**config.mk**
```make
export PLATFORM = sky130hd
export DESIGN_NAME = phsg_host_bus_glue
export DESIGN_NICKNAME = d
export VERILOG_FILES = /design/src/rtl/phsg_host_bus_glue.v /design/src/rtl/phsg_reg_unit.v
export VERILOG_INCLUDE_DIRS = /design/src /design/src/rtl
export SDC_FILE = /design/constraint.sdc
export NUM_CORES = 1
export LEC_CHECK = 0
export BUFFER_PORTS_ARGS = -buffer_cell sky130_fd_sc_hd__buf_2
export CELL_PAD_IN_SITES_DETAIL_PLACEMENT = 1
export CELL_PAD_IN_SITES_GLOBAL_PLACEMENT = 1
export CORE_UTILIZATION = 55
export CTS_CLUSTER_SIZE = 28
export DETAILED_ROUTE_END_ITERATION = 10
export PLACE_DENSITY = 0.83
export SETUP_SLACK_MARGIN = 0.15
export SYNTH_ARGS = -nofsm -noshare
export SYNTH_HDL_FRONTEND = slang
export SYNTH_SLANG_ARGS = --single-unit
```
**constraint.sdc**
```tcl
create_clock -name ref_clk -period 5.88 [get_ports ref_clk]
set_clock_uncertainty 0.05 [all_clocks]
set_input_delay 1.176 -clock ref_clk [delete_from_list [all_inputs] [get_ports ref_clk]]
set_output_delay 1.176 -clock ref_clk [all_outputs]
set_load 0.01 [all_outputs]
```
**src/rtl/phsg_defines.vh**
```
// constants for the host-bus glue block
`ifndef PHSG_DEFINES_VH
`define PHSG_DEFINES_VH
// power states (two-bit state field)
`define PHSG_D0          2'h0
`define PHSG_D1          2'h1
`define PHSG_D2          2'h2
`define PHSG_D3HOT       2'h3
// configuration-space offsets (byte addresses)
`define PHSG_CFG_PMCSR   8'h44
`define PHSG_CFG_CIS     8'h28
`define PHSG_CFG_BAR1    8'h14
`define PHSG_CFG_TUPLE   8'h80
`define PHSG_TUPLE_BYTES 8'h80
// pmcsr field positions
`define PHSG_PM_STATE_LO 0
`define PHSG_PM_EN_BIT   8
`define PHSG_PM_STS_BIT  15
// slave register select: address bit that picks async over iso
`define PHSG_SEL_BIT     11
// reset value of the pmcsr
`define PHSG_PMCSR_RST   32'h00000000
`endif

```
**src/rtl/phsg_host_bus_glue.v**
```verilog
// host-bus glue: target, master arbiter, power management, card mode
// Overview of operation
// - Target logic answers every slave access that selects this device.
// - While packets move in D0, the device requests the host bus and masters it for the engine.
// - A configuration power register lets software choose D0, D1, D2 or D3hot.
// - A wake event can be raised from D0, D1, D2, D3hot and D3cold.
// - Without auxiliary power, wake events from D3cold are blocked.
// - A low card-mode strap enables card operation with its extra configuration space.
// - In card mode the card information structure is loaded from serial memory.
// - In card mode wake events drive the card status change output.
// - An arbiter picks which data engine reaches the host bus core.
// - Slave accesses are decoded and read data comes from the owning unit.
// - Unit interrupts are merged into the host interrupt request while in D0.
// - The isochronous unit serves its registers and keeps its interrupt status.
// - The asynchronous unit serves its registers and keeps its interrupt status.
`timescale 1ns/100ps
`default_nettype none
`include "phsg_defines.vh"
module phsg_host_bus_glue #(
  parameter NENG = 2,
  parameter NEV  = 8
) (
  input  wire            ref_clk,
  input  wire            rstn,
  input  wire            clkEn,
  input  wire            card_mode_select_n,
  input  wire            auxPower,
  input  wire            d3Cold,
  input  wire            wakeEvent,
  input  wire            cfgSel,
  input  wire            cfgWr,
  input  wire [7:0]      cfgAddr,
  input  wire [31:0]     cfgWdata,
  output reg  [31:0]     cfgRdata,
  output reg             cfgAck,
  input  wire            memSel,
  input  wire            memWr,
  input  wire [11:0]     memAddr,
  input  wire [31:0]     memWdata,
  output reg  [31:0]     memRdata,
  output reg             memAck,
  input  wire [NENG-1:0] engReq,
  input  wire            masterDone,
  input  wire            busGnt,
  output reg  [NENG-1:0] engGnt,
  output reg             busReq,
  input  wire            romValid,
  input  wire [4:0]      romAddr,
  input  wire [31:0]     romData,
  input  wire [NEV-1:0]  isoEvents,
  input  wire [NEV-1:0]  asyncEvents,
  output reg             intReq,
  output reg             pmeReq,
  output reg             card_status_change,
  output reg  [1:0]      powerState,
  output reg             cardMode
);
  // ---------------------------------------------
  // pin synchronisers
  // ---------------------------------------------
  reg [1:0] cardSync;
  reg [1:0] auxSync;
  reg [1:0] coldSync;
  reg [1:0] wakeSync;
  // first stages feed only the second stages
  always @(posedge ref_clk or negedge rstn)
  begin
    if (!rstn)
    begin
      cardSync <= 2'h3;
      auxSync  <= 2'h0;
      coldSync <= 2'h0;
      wakeSync <= 2'h0;
    end
    else if (clkEn)
    begin
      cardSync <= {cardSync[0], card_mode_select_n};
      auxSync  <= {auxSync[0], auxPower};
      coldSync <= {coldSync[0], d3Cold};
      wakeSync <= {wakeSync[0], wakeEvent};
    end
  end
  wire cardModeNow = ~cardSync[1];
  wire auxOk       = auxSync[1];
  wire inCold      = coldSync[1];
  wire wakeNow     = wakeSync[1];

  // ---------------------------------------------
  // configuration target: power and card space
  // ---------------------------------------------
  reg        pmeEn;
  reg        pmeSts;
  reg [31:0] cisTable [0:31];
  reg [1:0]  strapAge;
  wire       pmcsrHit = cfgSel && (cfgAddr == `PHSG_CFG_PMCSR);
  wire       pmeClr   = pmcsrHit && cfgWr && cfgWdata[`PHSG_PM_STS_BIT];
  wire       coldBlock = inCold && !auxOk;
  wire       pmeSet    = wakeNow && pmeEn && !coldBlock;
  wire       tupleHit  = cardMode && (cfgAddr >= `PHSG_CFG_TUPLE);
  integer    i;

  // strap caught once, third edge on: before that the sync stage shows its reset level
  always @(posedge ref_clk or negedge rstn)
  begin
    if (!rstn)
    begin
      strapAge <= 2'h0;
      cardMode <= 1'b0;
    end
    else if (clkEn && strapAge != 2'h3)
    begin
      strapAge <= strapAge + 2'h1;
      cardMode <= (strapAge == 2'h2) ? cardModeNow : cardMode;
    end
  end

  // card information structure loaded from serial memory
  always @(posedge ref_clk)
  begin
    if (clkEn && cardMode && romValid)
      cisTable[romAddr] <= romData;
  end

  // power register and config read data
  always @(posedge ref_clk or negedge rstn)
  begin
    if (!rstn)
    begin
      powerState <= `PHSG_D0;
      pmeEn      <= 1'b0;
      pmeSts     <= 1'b0;
      cfgRdata   <= 32'h00000000;
      cfgAck     <= 1'b0;
      pmeReq     <= 1'b0;
      card_status_change <= 1'b0;
    end
    else if (clkEn)
    begin
      if (pmcsrHit && cfgWr)
      begin
        powerState <= cfgWdata[`PHSG_PM_STATE_LO+1:`PHSG_PM_STATE_LO];
        pmeEn      <= cfgWdata[`PHSG_PM_EN_BIT];
      end
      // set beats a same-cycle clear
      if (pmeSet)
        pmeSts <= 1'b1;
      else if (pmeClr)
        pmeSts <= 1'b0;
      pmeReq <= (pmeSts || pmeSet) && !cardMode;
      card_status_change <= (pmeSts || pmeSet) && cardMode;
      cfgAck   <= cfgSel;
      cfgRdata <= 32'h00000000;
      if (pmcsrHit)
      begin
        cfgRdata[1:0] <= powerState;
        cfgRdata[`PHSG_PM_EN_BIT]  <= pmeEn;
        cfgRdata[`PHSG_PM_STS_BIT] <= pmeSts;
      end
      else if (cardMode && cfgAddr == `PHSG_CFG_CIS)
        cfgRdata <= {24'h000000, `PHSG_CFG_TUPLE};
      else if (cardMode && cfgAddr == `PHSG_CFG_BAR1)
        cfgRdata <= 32'h00000000;
      else if (tupleHit)
        cfgRdata <= cisTable[cfgAddr[6:2]];
    end
  end

  // ---------------------------------------------
  // register select and interrupt merge
  // ---------------------------------------------
  wire        selAsync = memAddr[`PHSG_SEL_BIT];
  wire [31:0] isoData;
  wire [31:0] asyncData;
  wire        isoIrq;
  wire        asyncIrq;
  reg         memPend;
  reg         pendAsync;

  phsg_reg_unit #(.NEV(NEV)) isoUnit (
    .ref_clk (ref_clk),
    .rstn    (rstn),
    .clkEn   (clkEn),
    .sel     (memSel && !selAsync),
    .wr      (memWr),
    .addr    (memAddr[5:2]),
    .wdata   (memWdata),
    .events  (isoEvents),
    .rdata   (isoData),
    .irq     (isoIrq)
  );

  phsg_reg_unit #(.NEV(NEV)) asyncUnit (
    .ref_clk (ref_clk),
    .rstn    (rstn),
    .clkEn   (clkEn),
    .sel     (memSel && selAsync),
    .wr      (memWr),
    .addr    (memAddr[5:2]),
    .wdata   (memWdata),
    .events  (asyncEvents),
    .rdata   (asyncData),
    .irq     (asyncIrq)
  );

  // unit answers one cycle later, so select is pipelined
  always @(posedge ref_clk or negedge rstn)
  begin
    if (!rstn)
    begin
      memPend   <= 1'b0;
      pendAsync <= 1'b0;
      memAck    <= 1'b0;
      memRdata  <= 32'h00000000;
      intReq    <= 1'b0;
    end
    else if (clkEn)
    begin
      memPend   <= memSel;
      pendAsync <= selAsync;
      memAck    <= memPend;
      memRdata  <= memPend ? (pendAsync ? asyncData : isoData) : 32'h00000000;
      // merge unit interrupts; held off below D0
      intReq    <= (isoIrq || asyncIrq) && (powerState == `PHSG_D0);
    end
  end

  // ---------------------------------------------
  // engine arbiter and bus master request
  // ---------------------------------------------
  localparam ST_IDLE = 3'b001;
  localparam ST_REQ  = 3'b010;
  localparam ST_OWN  = 3'b100;
  reg [2:0]      state;
  reg [2:0]      next_state;
  reg [NENG-1:0] pick;
  reg [NENG-1:0] lastGnt;

  // lowest request not granted last time wins, for fairness
  always @*
  begin
    pick = {NENG{1'b0}};
    for (i = NENG - 1; i >= 0; i = i - 1)
      if (engReq[i] && !(lastGnt[i] && (engReq & ~lastGnt) != {NENG{1'b0}}))
        pick = {NENG{1'b0}} | ({{(NENG-1){1'b0}}, 1'b1} << i);
  end

  always @*
  begin
    next_state = state;
    case (state)
      ST_IDLE: if (engReq != {NENG{1'b0}} && powerState == `PHSG_D0)
                 next_state = ST_REQ;
      ST_REQ:  if (busGnt)
                 next_state = ST_OWN;
      ST_OWN:  if (masterDone)
                 next_state = ST_IDLE;
      default: next_state = ST_IDLE;
    endcase
  end

  always @(posedge ref_clk or negedge rstn)
  begin
    if (!rstn)
    begin
      state   <= ST_IDLE;
      engGnt  <= {NENG{1'b0}};
      lastGnt <= {NENG{1'b0}};
      busReq  <= 1'b0;
    end
    else if (clkEn)
    begin
      state <= next_state;
      if (state == ST_IDLE && next_state == ST_REQ)
      begin
        engGnt  <= pick;
        lastGnt <= pick;
      end
      else if (state == ST_OWN && masterDone)
        engGnt <= {NENG{1'b0}};
      busReq <= (next_state == ST_REQ) || (next_state == ST_OWN);
    end
  end
endmodule
`default_nettype wire

```
**src/rtl/phsg_reg_unit.v**
```verilog
// register-access unit: slave registers plus sticky interrupt status
`timescale 1ns/100ps
`default_nettype none
module phsg_reg_unit #(
  parameter NEV = 8
) (
  input  wire           ref_clk,
  input  wire           rstn,
  input  wire           clkEn,
  input  wire           sel,
  input  wire           wr,
  input  wire [3:0]     addr,
  input  wire [31:0]    wdata,
  input  wire [NEV-1:0] events,
  output reg  [31:0]    rdata,
  output reg            irq
);
  reg [NEV-1:0] status;
  reg [NEV-1:0] mask;
  wire          hitSts  = sel && (addr == 4'h0);
  wire          hitMask = sel && (addr == 4'h1);
  wire [NEV-1:0] clrBits = (hitSts && wr) ? wdata[NEV-1:0] : {NEV{1'b0}};

  // ---------------------------------------------
  // status, mask, read mux
  // ---------------------------------------------
  // set wins over clear so no event is lost
  always @(posedge ref_clk or negedge rstn)
  begin
    if (!rstn)
    begin
      status <= {NEV{1'b0}};
      mask   <= {NEV{1'b0}};
      rdata  <= 32'h00000000;
      irq    <= 1'b0;
    end
    else if (clkEn)
    begin
      status <= (status & ~clrBits) | events;
      if (hitMask && wr)
        mask <= wdata[NEV-1:0];
      rdata <= 32'h00000000;
      if (hitSts)
        rdata[NEV-1:0] <= status;
      else if (hitMask)
        rdata[NEV-1:0] <= mask;
      irq <= |(status & mask);
    end
  end
endmodule
`default_nettype wire

```
# After elaboration in Yosys (flattened, before gate mapping)
# Memories as Yosys holds them, arrays and structs flattened.
# Cells that the tools add are included.
[totals]
memories = 1
ff_bits = 144
ram_bits = 1024
wordCells = 140
out_inout_bits = 75
[op_classes]
n_eq_ne = 11
n_lt_le_gt_ge = 1
addsub = 1
n_reduce_logical = 56
bitwise_logic = 11
muxes = 29
[memory_table]
columns = ["memory", "words", "word_bits", "rd", "rd_clocked_by_memory_dff", "write_ports", "line_no", "source"]
rows = [
  ["cisTable", 32, 32, 1, 0, 1, "phsg_host_bus_glue.v:93", "reg [31:0] cisTable [0:31];"],
]
[ops]
columns = ["cell", "count"]
rows = [
  ["$mux 32", 3],
  ["$mux 8", 8],
  ["$and 8x8->8", 4],
  ["$logic_and 1x1->1", 32],
  ["$mux 16", 1],
  ["$not 8->8", 2],
  ["$or 8x8->8", 2],
  ["$reduce_or 8->1", 2],
  ["$reduce_and 2->1", 7],
  ["$mux 6", 2],
  ["$mux 2", 5],
  ["$mux 3", 3],
  ["$pmux 3 s3", 1],
  ["$eq 8x5->1 const B", 1],
  ["$eq 8x6->1 const B", 1],
  ["$eq 8x7->1 const B", 1],
  ["$ge 8x8->1 const B", 1],
  ["$reduce_bool 2->1", 4],
  ["$eq 3x2->1 const B", 2],
  ["$eq 3x3->1 const B", 2],
  ["$logic_not 1->1", 6],
  ["$mux 1", 6],
  ["$eq 4x1->1 const B", 1],
  ["$logic_not 4->1", 1],
  ["9 further kinds", 11],
]

# Longest topological paths before layout
# Gate-level depths: netlist of the first run.
[depth]
ltp_word = 9
depth_mapped = 9
ltp_nobuf = 5

# Hierarchy
# Synthesis of the first run repeated with hierarchy kept, for this count alone.
[hier_totals]
cells_unflattened = 2280
area_unflattened_um2 = 45823.9
[by_module_without_submodules]
columns = ["module", "area_each_um2", "instances", "cells_per_inst", "seq_area_each_um2"]
rows = [
  ["phsg_host_bus_glue", 43138.9, 1, 2042, 33105.5],
  ["phsg_reg_unit", 1342.5, 2, 119, 625.6],
]

# Worst setup path after synthesis of the first run
# OpenSTA, ideal clock, no wires.
[synth_timing]
path_kind = "input to register"
start = "input romValid"
end = "memory cisTable[12][0], enable pin"
arrival_ps = 3138
path_slack_ps = 2271
required_ps = 5409
stages = 4
path_cell_list = "nand3_1 > or3_1 > clkbuf_1 > nor2_1"
[synth_between]
elab_chain_len = 3
[synth_rtl]
columns = ["item", "line_no", "source"]
rows = [
  ["from (decl)", "phsg_host_bus_glue.v:47", "input wire romValid,"],
  ["$logic_and 1x1->1", "phsg_host_bus_glue.v:120", "if (clkEn && cardMode && romValid)"],
  ["$mux 1", "phsg_host_bus_glue.v:120", ""],
  ["$mux 1 (implied by the code)", "phsg_host_bus_glue.v:121", "cisTable[romAddr] <= romData;"],
  ["to (decl)", "phsg_host_bus_glue.v:93", ""],
]
# No other way between the ends.

# Worst setup path after layout of the first run
[layout_timing]
start = "register cardMode"
end = "memory cisTable[15][12], enable pin"
[layout_between]
elab_chain_len = 4
[layout_rtl]
columns = ["item", "line_no", "source"]
rows = [
  ["from (decl)", "phsg_host_bus_glue.v:56", "output reg cardMode"],
  ["from (signal assigned)", "phsg_host_bus_glue.v:113", "cardMode <= (strapAge == 2'h2) ? cardModeNow : cardMode;"],
  ["$logic_and 1x1->1 (2 in a row)", "phsg_host_bus_glue.v:120", ""],
  ["$mux 1", "phsg_host_bus_glue.v:120", ""],
  ["$mux 1 (implied by the code)", "phsg_host_bus_glue.v:121", ""],
]
# No other way between the ends.

==> results of run 1 <==
[layout make-up]
type / instances / area [um^2] / area share, %
Sequential cell: 1144 / 33800 / 67.5
Multi-Input combinational cell: 850 / 9840 / 19.7
Clock buffer: 153 / 3140 / 6.28
Tap cell: 1050 / 1310 / 2.63
Timing Repair Buffer: 205 / 1280 / 2.57
Clock inverter: 56 / 490 / 0.981
Inverter: 46 / 173 / 0.345
Antenna cell: 3 / 7.51 / 0.0150
[cell families after synthesis]
| group | after synthesis |
|---|---|
| compound gates | 278 |
| other cells | 1 |
| mux | 397 |
| simple gates | 148 |
| flops | 1144 |
| fa+ha+maj | 2 |
| buf+inv | 187 |
| xor+xnor | 1 |
[worst max-delay path by stage]
stage,from,end,slack (ns),depth (start not counted)
finish,cardMode$_DFFE_PN0P_,cisTable[15][12]$_DFFE_PP_,2.13,5
global route,cardMode$_DFFE_PN0P_,cisTable[22][4]$_DFFE_PP_,2.13,5
CTS,cardMode$_DFFE_PN0P_,cisTable[15][10]$_DFFE_PP_,2.20,5
detailed placement,cfgAddr[5],cfgRdata[31]$_DFFE_PN0P_,1.72,5
global placement,cfgAddr[5],cfgRdata[4]$_DFFE_PN0P_,1.88,5
floorplan,romValid,cisTable[12][0]$_DFFE_PP_,2.27,4
[cell usage in the layout (no fill, tap or decap), types with 23 or more instances in the layout]
cell type	instances
mux4_2	192
dfrtp_1	117
clkbuf_1	23
mux2i_1	136
conb_1	24
buf_2	139
a221oi_1	39
edfxtp_1	1024
a22o_1	48
o221ai_1	62
buf_4	57
clkbuf_16	113
inv_1	46
nand2_1	29
mux2_2	69
nor2_4	33
o32ai_1	27
nor2_1	27
a211oi_1	25
[state kept, by name (all words and copies together), names as in the netlist, 3 cells and up]
signal and flops:
isoUnit.status 8, asyncUnit.rdata 8, cfgRdata 32, isoUnit.mask 8
asyncUnit.status 8, asyncUnit.mask 8, isoUnit.rdata 8, cisTable 1024
state 3, memRdata 8
[per-stage QoR]
stage,instance area (um^2),utilization (%),total power [uW],instances,hold slack [ns]
floorplan,44300,-,9820,2181,0.422
global placement,46400,58.5,10200,3295,0.406
detailed placement,46400,58.5,10300,3295,0.427
CTS,50000,63.1,17400,3504,0.440
global route,50000,63.1,17700,3506,0.475
finish,50000,63.1,17400,3507,0.440
[worst max-delay path: stages, from the launching register on]
cell and delay (ns):
dfrtp_1 0.59, nand3_1 0.28, inv_1 0.18, nand3_1 0.68
nor2_4 1.29, buf_4 0.37
[power groups by stage]
stage / registers [uW] / clock network (uW) / logic, uW
2_1_floorplan: 9250 / 0 / 573
3_3_place_gp: 9250 / 0 / 959
3_5_place_dp: 9260 / 0 / 1020
4_1_cts: 9090 / 7220 / 1060
5_1_grt: 9100 / 7450 / 1120
6_report: 9090 / 7210 / 1070
[routing by layer]
metal / routed length [um] / track usage, %
met4: 6360 / 15.7
met3: 14500 / 6.74
met5: 19 / 0
met1: 45500 / 42.0
met2: 64800 / 53.6
==> impl_metrics.json, run 1 <==
{
  "cts_tree": "yes",
  "crit_arrival_ns": 4.07,
  "hpwl_um": 68600,
  "r2r_setup_slack_ns": 2.13,
  "synth_cell_type_count": 57,
  "p_sw_share_pct": 22.7,
  "fill_cells": 6547,
  "crit_type": "reg -> reg",
  "antenna_left": 0,
  "yosysWarnings": 0,
  "synth_edf_count": 1024,
  "setup_violations": 0,
  "synth_commonest_cells": "edfxtp_1, mux4_2, mux2i_1",
  "yosysTopAreaCell": "edfxtp_1",
  "dr_total_vias": 24300,
  "ctsResizeCount": 0,
  "routed_wl_um": 131000,
  "worst_pin_slew_ns": 1.42,
  "fmax_mhz": 267,
  "combPwrFrac_pct": 6.1,
  "ir_drop_mv": 0.217,
  "core_um2": 79300,
  "clockRootBuffer": "clkbuf_16",
  "synth.most_common_cell": "edfxtp_1",
  "whs_path_depth": 1,
  "r2r_end": "cisTable[15][12]$_DFFE_PP_",
  "synth_simple_gate_area_share_pct": 1.71,
  "drive_above_1_share_pct": 28.3,
  "cts_buffer_depth": 3,
  "hold_start": "busReq$_DFFE_PN0P_",
  "port_buffers": 144,
  "synth_top_flop_cell": "edfxtp_1",
  "nNetsFinal": 2512,
  "slew_violations": 0,
  "rows": 103,
  "p_clk_share_pct": 41.5,
  "die_w_um": 286,
  "worstRegToRegCells": 5,
  "r2r_start": "cardMode$_DFFE_PN0P_",
  "muxShareOfSynthArea_pct": 14.6,
  "route.detailed.drc": 0,
  "power_density_nw_per_um2": 347,
  "pre_cts_ws_ns": 1.72,
  "dieHeight_um": 286,
  "cts_buffers": 110,
  "cap_violations": 0,
  "end_kind": "flop",
  "fin_crit_ns": 3.75,
  "netlist_instances": 2158,
  "p_int_uw": 13400,
  "grt_max_degree": 91,
  "path_clk_slew_ns": 0.06,
  "fin_ws_ns": 2.13,
  "postCtsSetupBuffers": 0,
  "die-area_um2": 81600,
  "vias_per_cell": 6.94,
  "io_pins": 228,
  "drt_iter0_drc": 3162,
  "area.growth.synth_to_final_pct": 13.0,
  "start_util_pct": 55.8,
  "gp_congestion": 0.832,
  "final-hold-violation-count": 0,
  "track_usage_pct": 32.6,
  "grt_pass1_vias": 25700,
  "clkLatencyLatePin_ns": 0.68,
  "fin_crit_sh_pct": 63.8,
  "crit_required_ns": 6.20,
  "antenna_found_initial": 4,
  "synth_fa_ha_area_share_pct": 0.0566,
  "avgSynthCellArea_um2": 20.5,
  "synthArstFlopShare_pct": 10.5,
  "hold_path_end": "busReq$_DFFE_PN0P_",
  "hold_path.class": "reg -> reg",
  "grt_overflow_total": 0,
  "seq_area_frac_synth_pct": 76.3,
  "hold_buffers": 0,
  "maxSlewHeadroom_pct": 5.09,
  "synth.area.top_cells": "edfxtp_1, mux4_2, dfrtp_1, mux2i_1, mux2_2",
  "syn_area_um2": 44200,
  "synth_top_family_by_area": "multiplexers",
  "status": "completed",
  "ctsHtreeMaxLevel": 3,
  "netlist.area_leader.share_pct": 69.5,
  "cp_max_fo": 20,
  "start_kind": "flop",
  "rsz0062_at_grt": "false",
  "grt_pass1_wl_um": 187000,
  "switchingPower_uw": 3940,
  "synth.ff_latch_count": 1144,
  "drtPass1Iterations": 7,
  "synth_compound_area_share_pct": 5.05,
  "tns_ns": 0,
  "seqPwrFrac_pct": 52.4,
  "cts.sinks": 1144,
  "yosys.area_share.xor_xnor_pct": 0.0198,
  "wl_per_cell_um": 37.4,
  "leakage_uw": 0.0168
}
(Power assumes the default switching activity.)
==> run 2: changes to the inputs <==
- CORE_UTILIZATION: 55 -> 48
- PLACE_DENSITY: 0.83 -> 0.77
- clock period: 5.88 -> 3 ns (I/O delays scaled with it)
==> impl_metrics.json, run 2 (same netlist as run 1, synthesis figures left out) <==
{
  "status": "completed",
  "slew_violations": 0,
  "end_kind": "flop",
  "drt_iter0_drc": 2952,
  "crit_arrival_ns": 2.69,
  "cts_buffer_depth": 3,
  "regArea_um2": 33800,
  "port_buffers": 144,
  "grt_max_degree": 75,
  "antenna_left": 0,
  "hold_path_end": "asyncUnit.status[6]$_DFFE_PN0P_",
  "path_clk_slew_ns": 0.06,
  "start_kind": "flop",
  "rows": 110,
  "postCtsSetupBuffers": 0,
  "gp_congestion": 0.840,
  "final_common_cell": "edfxtp_1",
  "cp_max_fo": 10,
  "clockRootBuffer": "clkbuf_16",
  "fin_util_pct": 56.5,
  "ir_drop_mv": 0.431,
  "crit_required_ns": 3.34,
  "hpwl_um": 72400,
  "stdcell_count": 3718,
  "grt_pass1_vias": 25500,
  "fin_crit_ns": 2.35,
  "crit_type": "reg -> reg",
  "final-hold-violation-count": 0,
  "dieHeight_um": 306,
  "grt_overflow_total": 0,
  "cts.sinks": 1144,
  "leakage_uw": 0.0173,
  "hold_path.class": "in -> reg",
  "die_w_um": 306,
  "rsz0062_at_grt": "false",
  "core_um2": 90700,
  "setup_violations": 0,
  "largest_registers": "cisTable x1024, cfgRdata x32",
  "nNetsFinal": 2598,
  "track_usage_pct": 27.1,
  "fin_crit_sh_pct": 78.4,
  "die-area_um2": 93400,
  "worst_pin_slew_ns": 0.916,
  "antenna_found_initial": 4,
  "vias_per_cell": 6.43,
  "area.growth.synth_to_final_pct": 16.0,
  "route.detailed.drc": 0,
  "power_density_nw_per_um2": 671,
  "grt_pass1_wl_um": 181000,
  "switchingPower_uw": 7560,
  "fmax_mhz": 425,
  "r2r_setup_slack_ns": 0.65,
  "r2r_end": "cisTable[8][25]$_DFFE_PP_",
  "maxSlewHeadroom_pct": 38.8,
  "combPwrFrac_pct": 6.3,
  "dr_total_vias": 23900,
  "whs_path_depth": 2,
  "cts_buffers": 111,
  "wl_per_cell_um": 33.8,
  "start_util_pct": 48.8,
  "largest_reg_flops": 1024,
  "worstRegToRegCells": 5,
  "r2r_start": "cardMode$_DFFE_PN0P_",
  "fill_cells": 7796,
  "drtPass1Iterations": 7,
  "hold_start": "asyncEvents[6]",
  "top_register": "cisTable",
  "io_pins": 228,
  "p_clk_share_pct": 42.0,
  "seqPwrFrac_pct": 51.7,
  "clkLatencyLatePin_ns": 0.70,
  "routed_wl_um": 126000,
  "p_int_uw": 26900,
  "multi_input_area_um2": 9840,
  "cts_tree": "yes",
  "drive_above_1_share_pct": 30.4,
  "dpl.cell_count": 3505,
  "cap_violations": 0,
  "p_sw_share_pct": 22.0,
  "layout_common_cells": "edfxtp_1, mux4_2, buf_2",
  "ctsHtreeMaxLevel": 3
}
run 2: cell types whose count changed in the layout (fill, tap and decap cells not counted), sizes merged:
cell | before | now
buf | 205 | 289
bufinv | 7 | 16
clkbuf | 153 | 145
clkinv | 36 | 40
clkinvlp | 7 | 4
diode | 3 | 2
dlygate4sd3 | 0 | 1
inv | 52 | 51
run 2: critical path: stages (launching register included):
cell	delay (ns)
dfrtp_1	0.40
nand3_1	0.18
or3_1	0.38
buf_4	0.23
nor2_4	0.47
buf_4	0.33
run 2: how the worst max path moves through the flow:
stage,start,endpoint,slack (ns)
floorplan,romValid,cisTable[12][0]$_DFFE_PP_,-0.03
global placement,cfgAddr[2],cfgRdata[10]$_DFFE_PN0P_,0.25
detailed placement,cfgAddr[2],cfgRdata[9]$_DFFE_PN0P_,0.15
CTS,cardMode$_DFFE_PN0P_,cisTable[8][25]$_DFFE_PP_,0.68
global route,cfgAddr[3],cfgRdata[12]$_DFFE_PN0P_,0.59
finish,cardMode$_DFFE_PN0P_,cisTable[8][25]$_DFFE_PP_,0.65
run 2: final cells by class:
type                       count  area share [%]
clock inverter                65            1.46
clock buffer                 145            5.83
multi-input combinational    850            19.2
timing repair buffer         290            4.51
inverter                      46           0.337
antenna                        2         0.00976
tap                         1176            2.87
sequential                  1144            65.8
run 2: layer usage:
layer / track usage [%] / vias up / part of all wire [%]
met4: 10.7 / 4 / 3.8
met1: 35.0 / 12700 / 37
met2: 45.9 / 1417 / 50
met5: 0 / - / 0.019
met3: 4.67 / 272 / 9.0
li1: - / 9527 / -
run 2: power by group through the flow:
stage                     clock network [uW]  logic [uW]  registers, uW
final                                  14400        2160          17800
after detailed placement                   0        2130          18100
after CTS                              14600        2160          17800
after floorplan                            0        1120          18100
after global placement                     0        2030          18100
after global routing                   15000        2300          17800
run 2: repair_timing:
item                      CTS  global route
hold buffers                1             0
hold endpoints to repair   41             0
gates resized for setup     0             0
run 2: stage by stage:
step                worst slack (ns)  hold WS (ns)  instance area (um^2)  power (uW)  setup TNS [ns]
finish                         0.648        0.0951                 51300       34400               0
global route                   0.594        0.0964                 51300       35200               0
CTS                            0.679        0.0724                 51300       34500               0
detailed placement             0.147         0.415                 47500       20300               0
global placement               0.254         0.416                 47500       20100               0
floorplan                    -0.0331         0.254                 44300       19300           -7.55
==> run 3: changes to the inputs <==
- clock period: 3 -> 1.9 ns (I/O delays scaled with it)
==> impl_metrics.json, run 3 (same netlist as run 1, synthesis figures left out) <==
{
  "largest_registers": "cisTable x1024, cfgRdata x32",
  "path_clk_slew_ns": 0.07,
  "grt_max_degree": 55,
  "fin_ws_ns": -0.171,
  "hpwl_um": 75600,
  "die_w_um": 306,
  "maxSlewHeadroom_pct": 47.6,
  "grt_pass1_vias": 27300,
  "setup_violations": 742,
  "final-hold-violation-count": 0,
  "cap_violations": 0,
  "wl_per_cell_um": 42.2,
  "ir_drop_mv": 0.742,
  "area.growth.synth_to_final_pct": 27.4,
  "drt_iter0_drc": 4716,
  "grt_pass1_wl_um": 201000,
  "worst_pin_slew_ns": 0.786,
  "rsz0062_at_grt": "true",
  "drive_above_1_share_pct": 37.6,
  "dr_total_vias": 27600,
  "rows": 110,
  "routed_wl_um": 167000,
  "top_register": "cisTable",
  "end_kind": "flop",
  "crit_arrival_ns": 2.44,
  "cts.sinks": 1144,
  "worstRegToRegCells": 7,
  "status": "finished, violations left",
  "p_total_uw": 56900,
  "layout_common_cells": "edfxtp_1, mux4_2, clkbuf_16",
  "violations": "negative setup slack",
  "leakage_uw": 0.0194,
  "crit_required_ns": 2.27,
  "port_buffers": 144,
  "use_met2_pct": 50.3,
  "clockRootBuffer": "clkbuf_16",
  "route.detailed.drc": 0,
  "whs_path_depth": 3,
  "cts_tree": "yes",
  "slew_violations": 0,
  "pre_cts_ws_ns": -0.555,
  "final_common_cell": "edfxtp_1",
  "met3_usage_pct": 7.16,
  "whs_ns": 0.0226,
  "busiest_layer": "met2",
  "start_util_pct": 48.8,
  "antenna_found_initial": 5,
  "power_density_nw_per_um2": 1010,
  "crit_type": "reg -> reg",
  "fin_area_um2": 56400,
  "ctsHtreeMaxLevel": 3,
  "met1_usage_pct": 39.2,
  "clkLatencyLatePin_ns": 0.74,
  "fin_crit_ns": 2.07,
  "gp_congestion": 0.848,
  "vias_per_cell": 6.96,
  "die-area_um2": 93400,
  "io_pins": 228,
  "cts_buffers": 113,
  "nNetsFinal": 2838,
  "drtPass1Iterations": 9,
  "cp_max_fo": 8,
  "grt_overflow_total": 0,
  "dieHeight_um": 306,
  "largest_reg_flops": 1024,
  "cts_buffer_depth": 3,
  "place_area_um2": 49400,
  "tns_ns": -51.96,
  "hold_path.class": "in -> reg",
  "track_usage_pct": 30.4,
  "fmax_mhz": 483,
  "fin_crit_sh_pct": 109,
  "start_kind": "flop",
  "core_um2": 90700,
  "antenna_left": 0
}
[run 3: final timing paths]
| kind | slack (ns) | to | start |
|---|---|---|---|
| max in group asynchronous | 1.04 | cardSync[0]$_DFFE_PN1P_ | rstn |
| min in group asynchronous | 0.10 | asyncUnit.mask[5]$_DFFE_PN0P_ | rstn |
| hold reg to reg | 0.43 | busReq$_DFFE_PN0P_ | busReq$_DFFE_PN0P_ |
| setup reg to reg | -0.17 | cisTable[0][19]$_DFFE_PP_ | cardMode$_DFFE_PN0P_ |
| hold / removal | 0.02 | pmeSts$_DFFE_PN0P_ | cfgWdata[15] |
| setup / recovery | -0.17 | cisTable[0][19]$_DFFE_PP_ | cardMode$_DFFE_PN0P_ |
[run 3: timing repair]
action                                  in CTS  in global routing
gates cloned                                11                 52
pin swaps                                    4                 19
hold buffers                                44                  0
endpoints found under the setup margin     872               1076
gates resized for setup                     40                 68
setup buffers                               20                 27
endpoints found under the hold margin      161                  0
[run 3: metal layers]
layer	wire, um	share of wire [%]
met1	56200	34
met2	77500	46
met3	21400	13
met4	11900	7.1
met5	10	0.0060
[run 3: per-stage QoR]
stage / std cells / utilization (%)
finish: 3962 / 62.1
CTS: 3878 / 60.0
global route: 3959 / 62.1
floorplan: 2181 / -
detailed placement: 3590 / 54.5
global placement: 3590 / 54.5
[run 3: cell type report]
cell class	count	area (um^2)
Clock buffer	156	3210
Fill cell	7426	34300
Sequential cell	1144	33800
Multi-Input combinational cell	850	10500
Tap cell	1176	1470
Clock inverter	57	667
Timing Repair Buffer	528	6620
Antenna cell	5	12.5
Inverter	46	175
[run 3: report_power, final]
part	internal (uW)	switching [uW]
clock	13600	10800
combinational	1730	2550
sequential	27800	342
total	43200	13700
[run 3: critical path: stages (launching register included)]
cell       delay [ns]
dfrtp_2          0.41
nand3_4          0.09
buf_12           0.15
or3_4            0.34
buf_12           0.17
nor2_4           0.17
buf_6            0.19
clkbuf_16        0.19
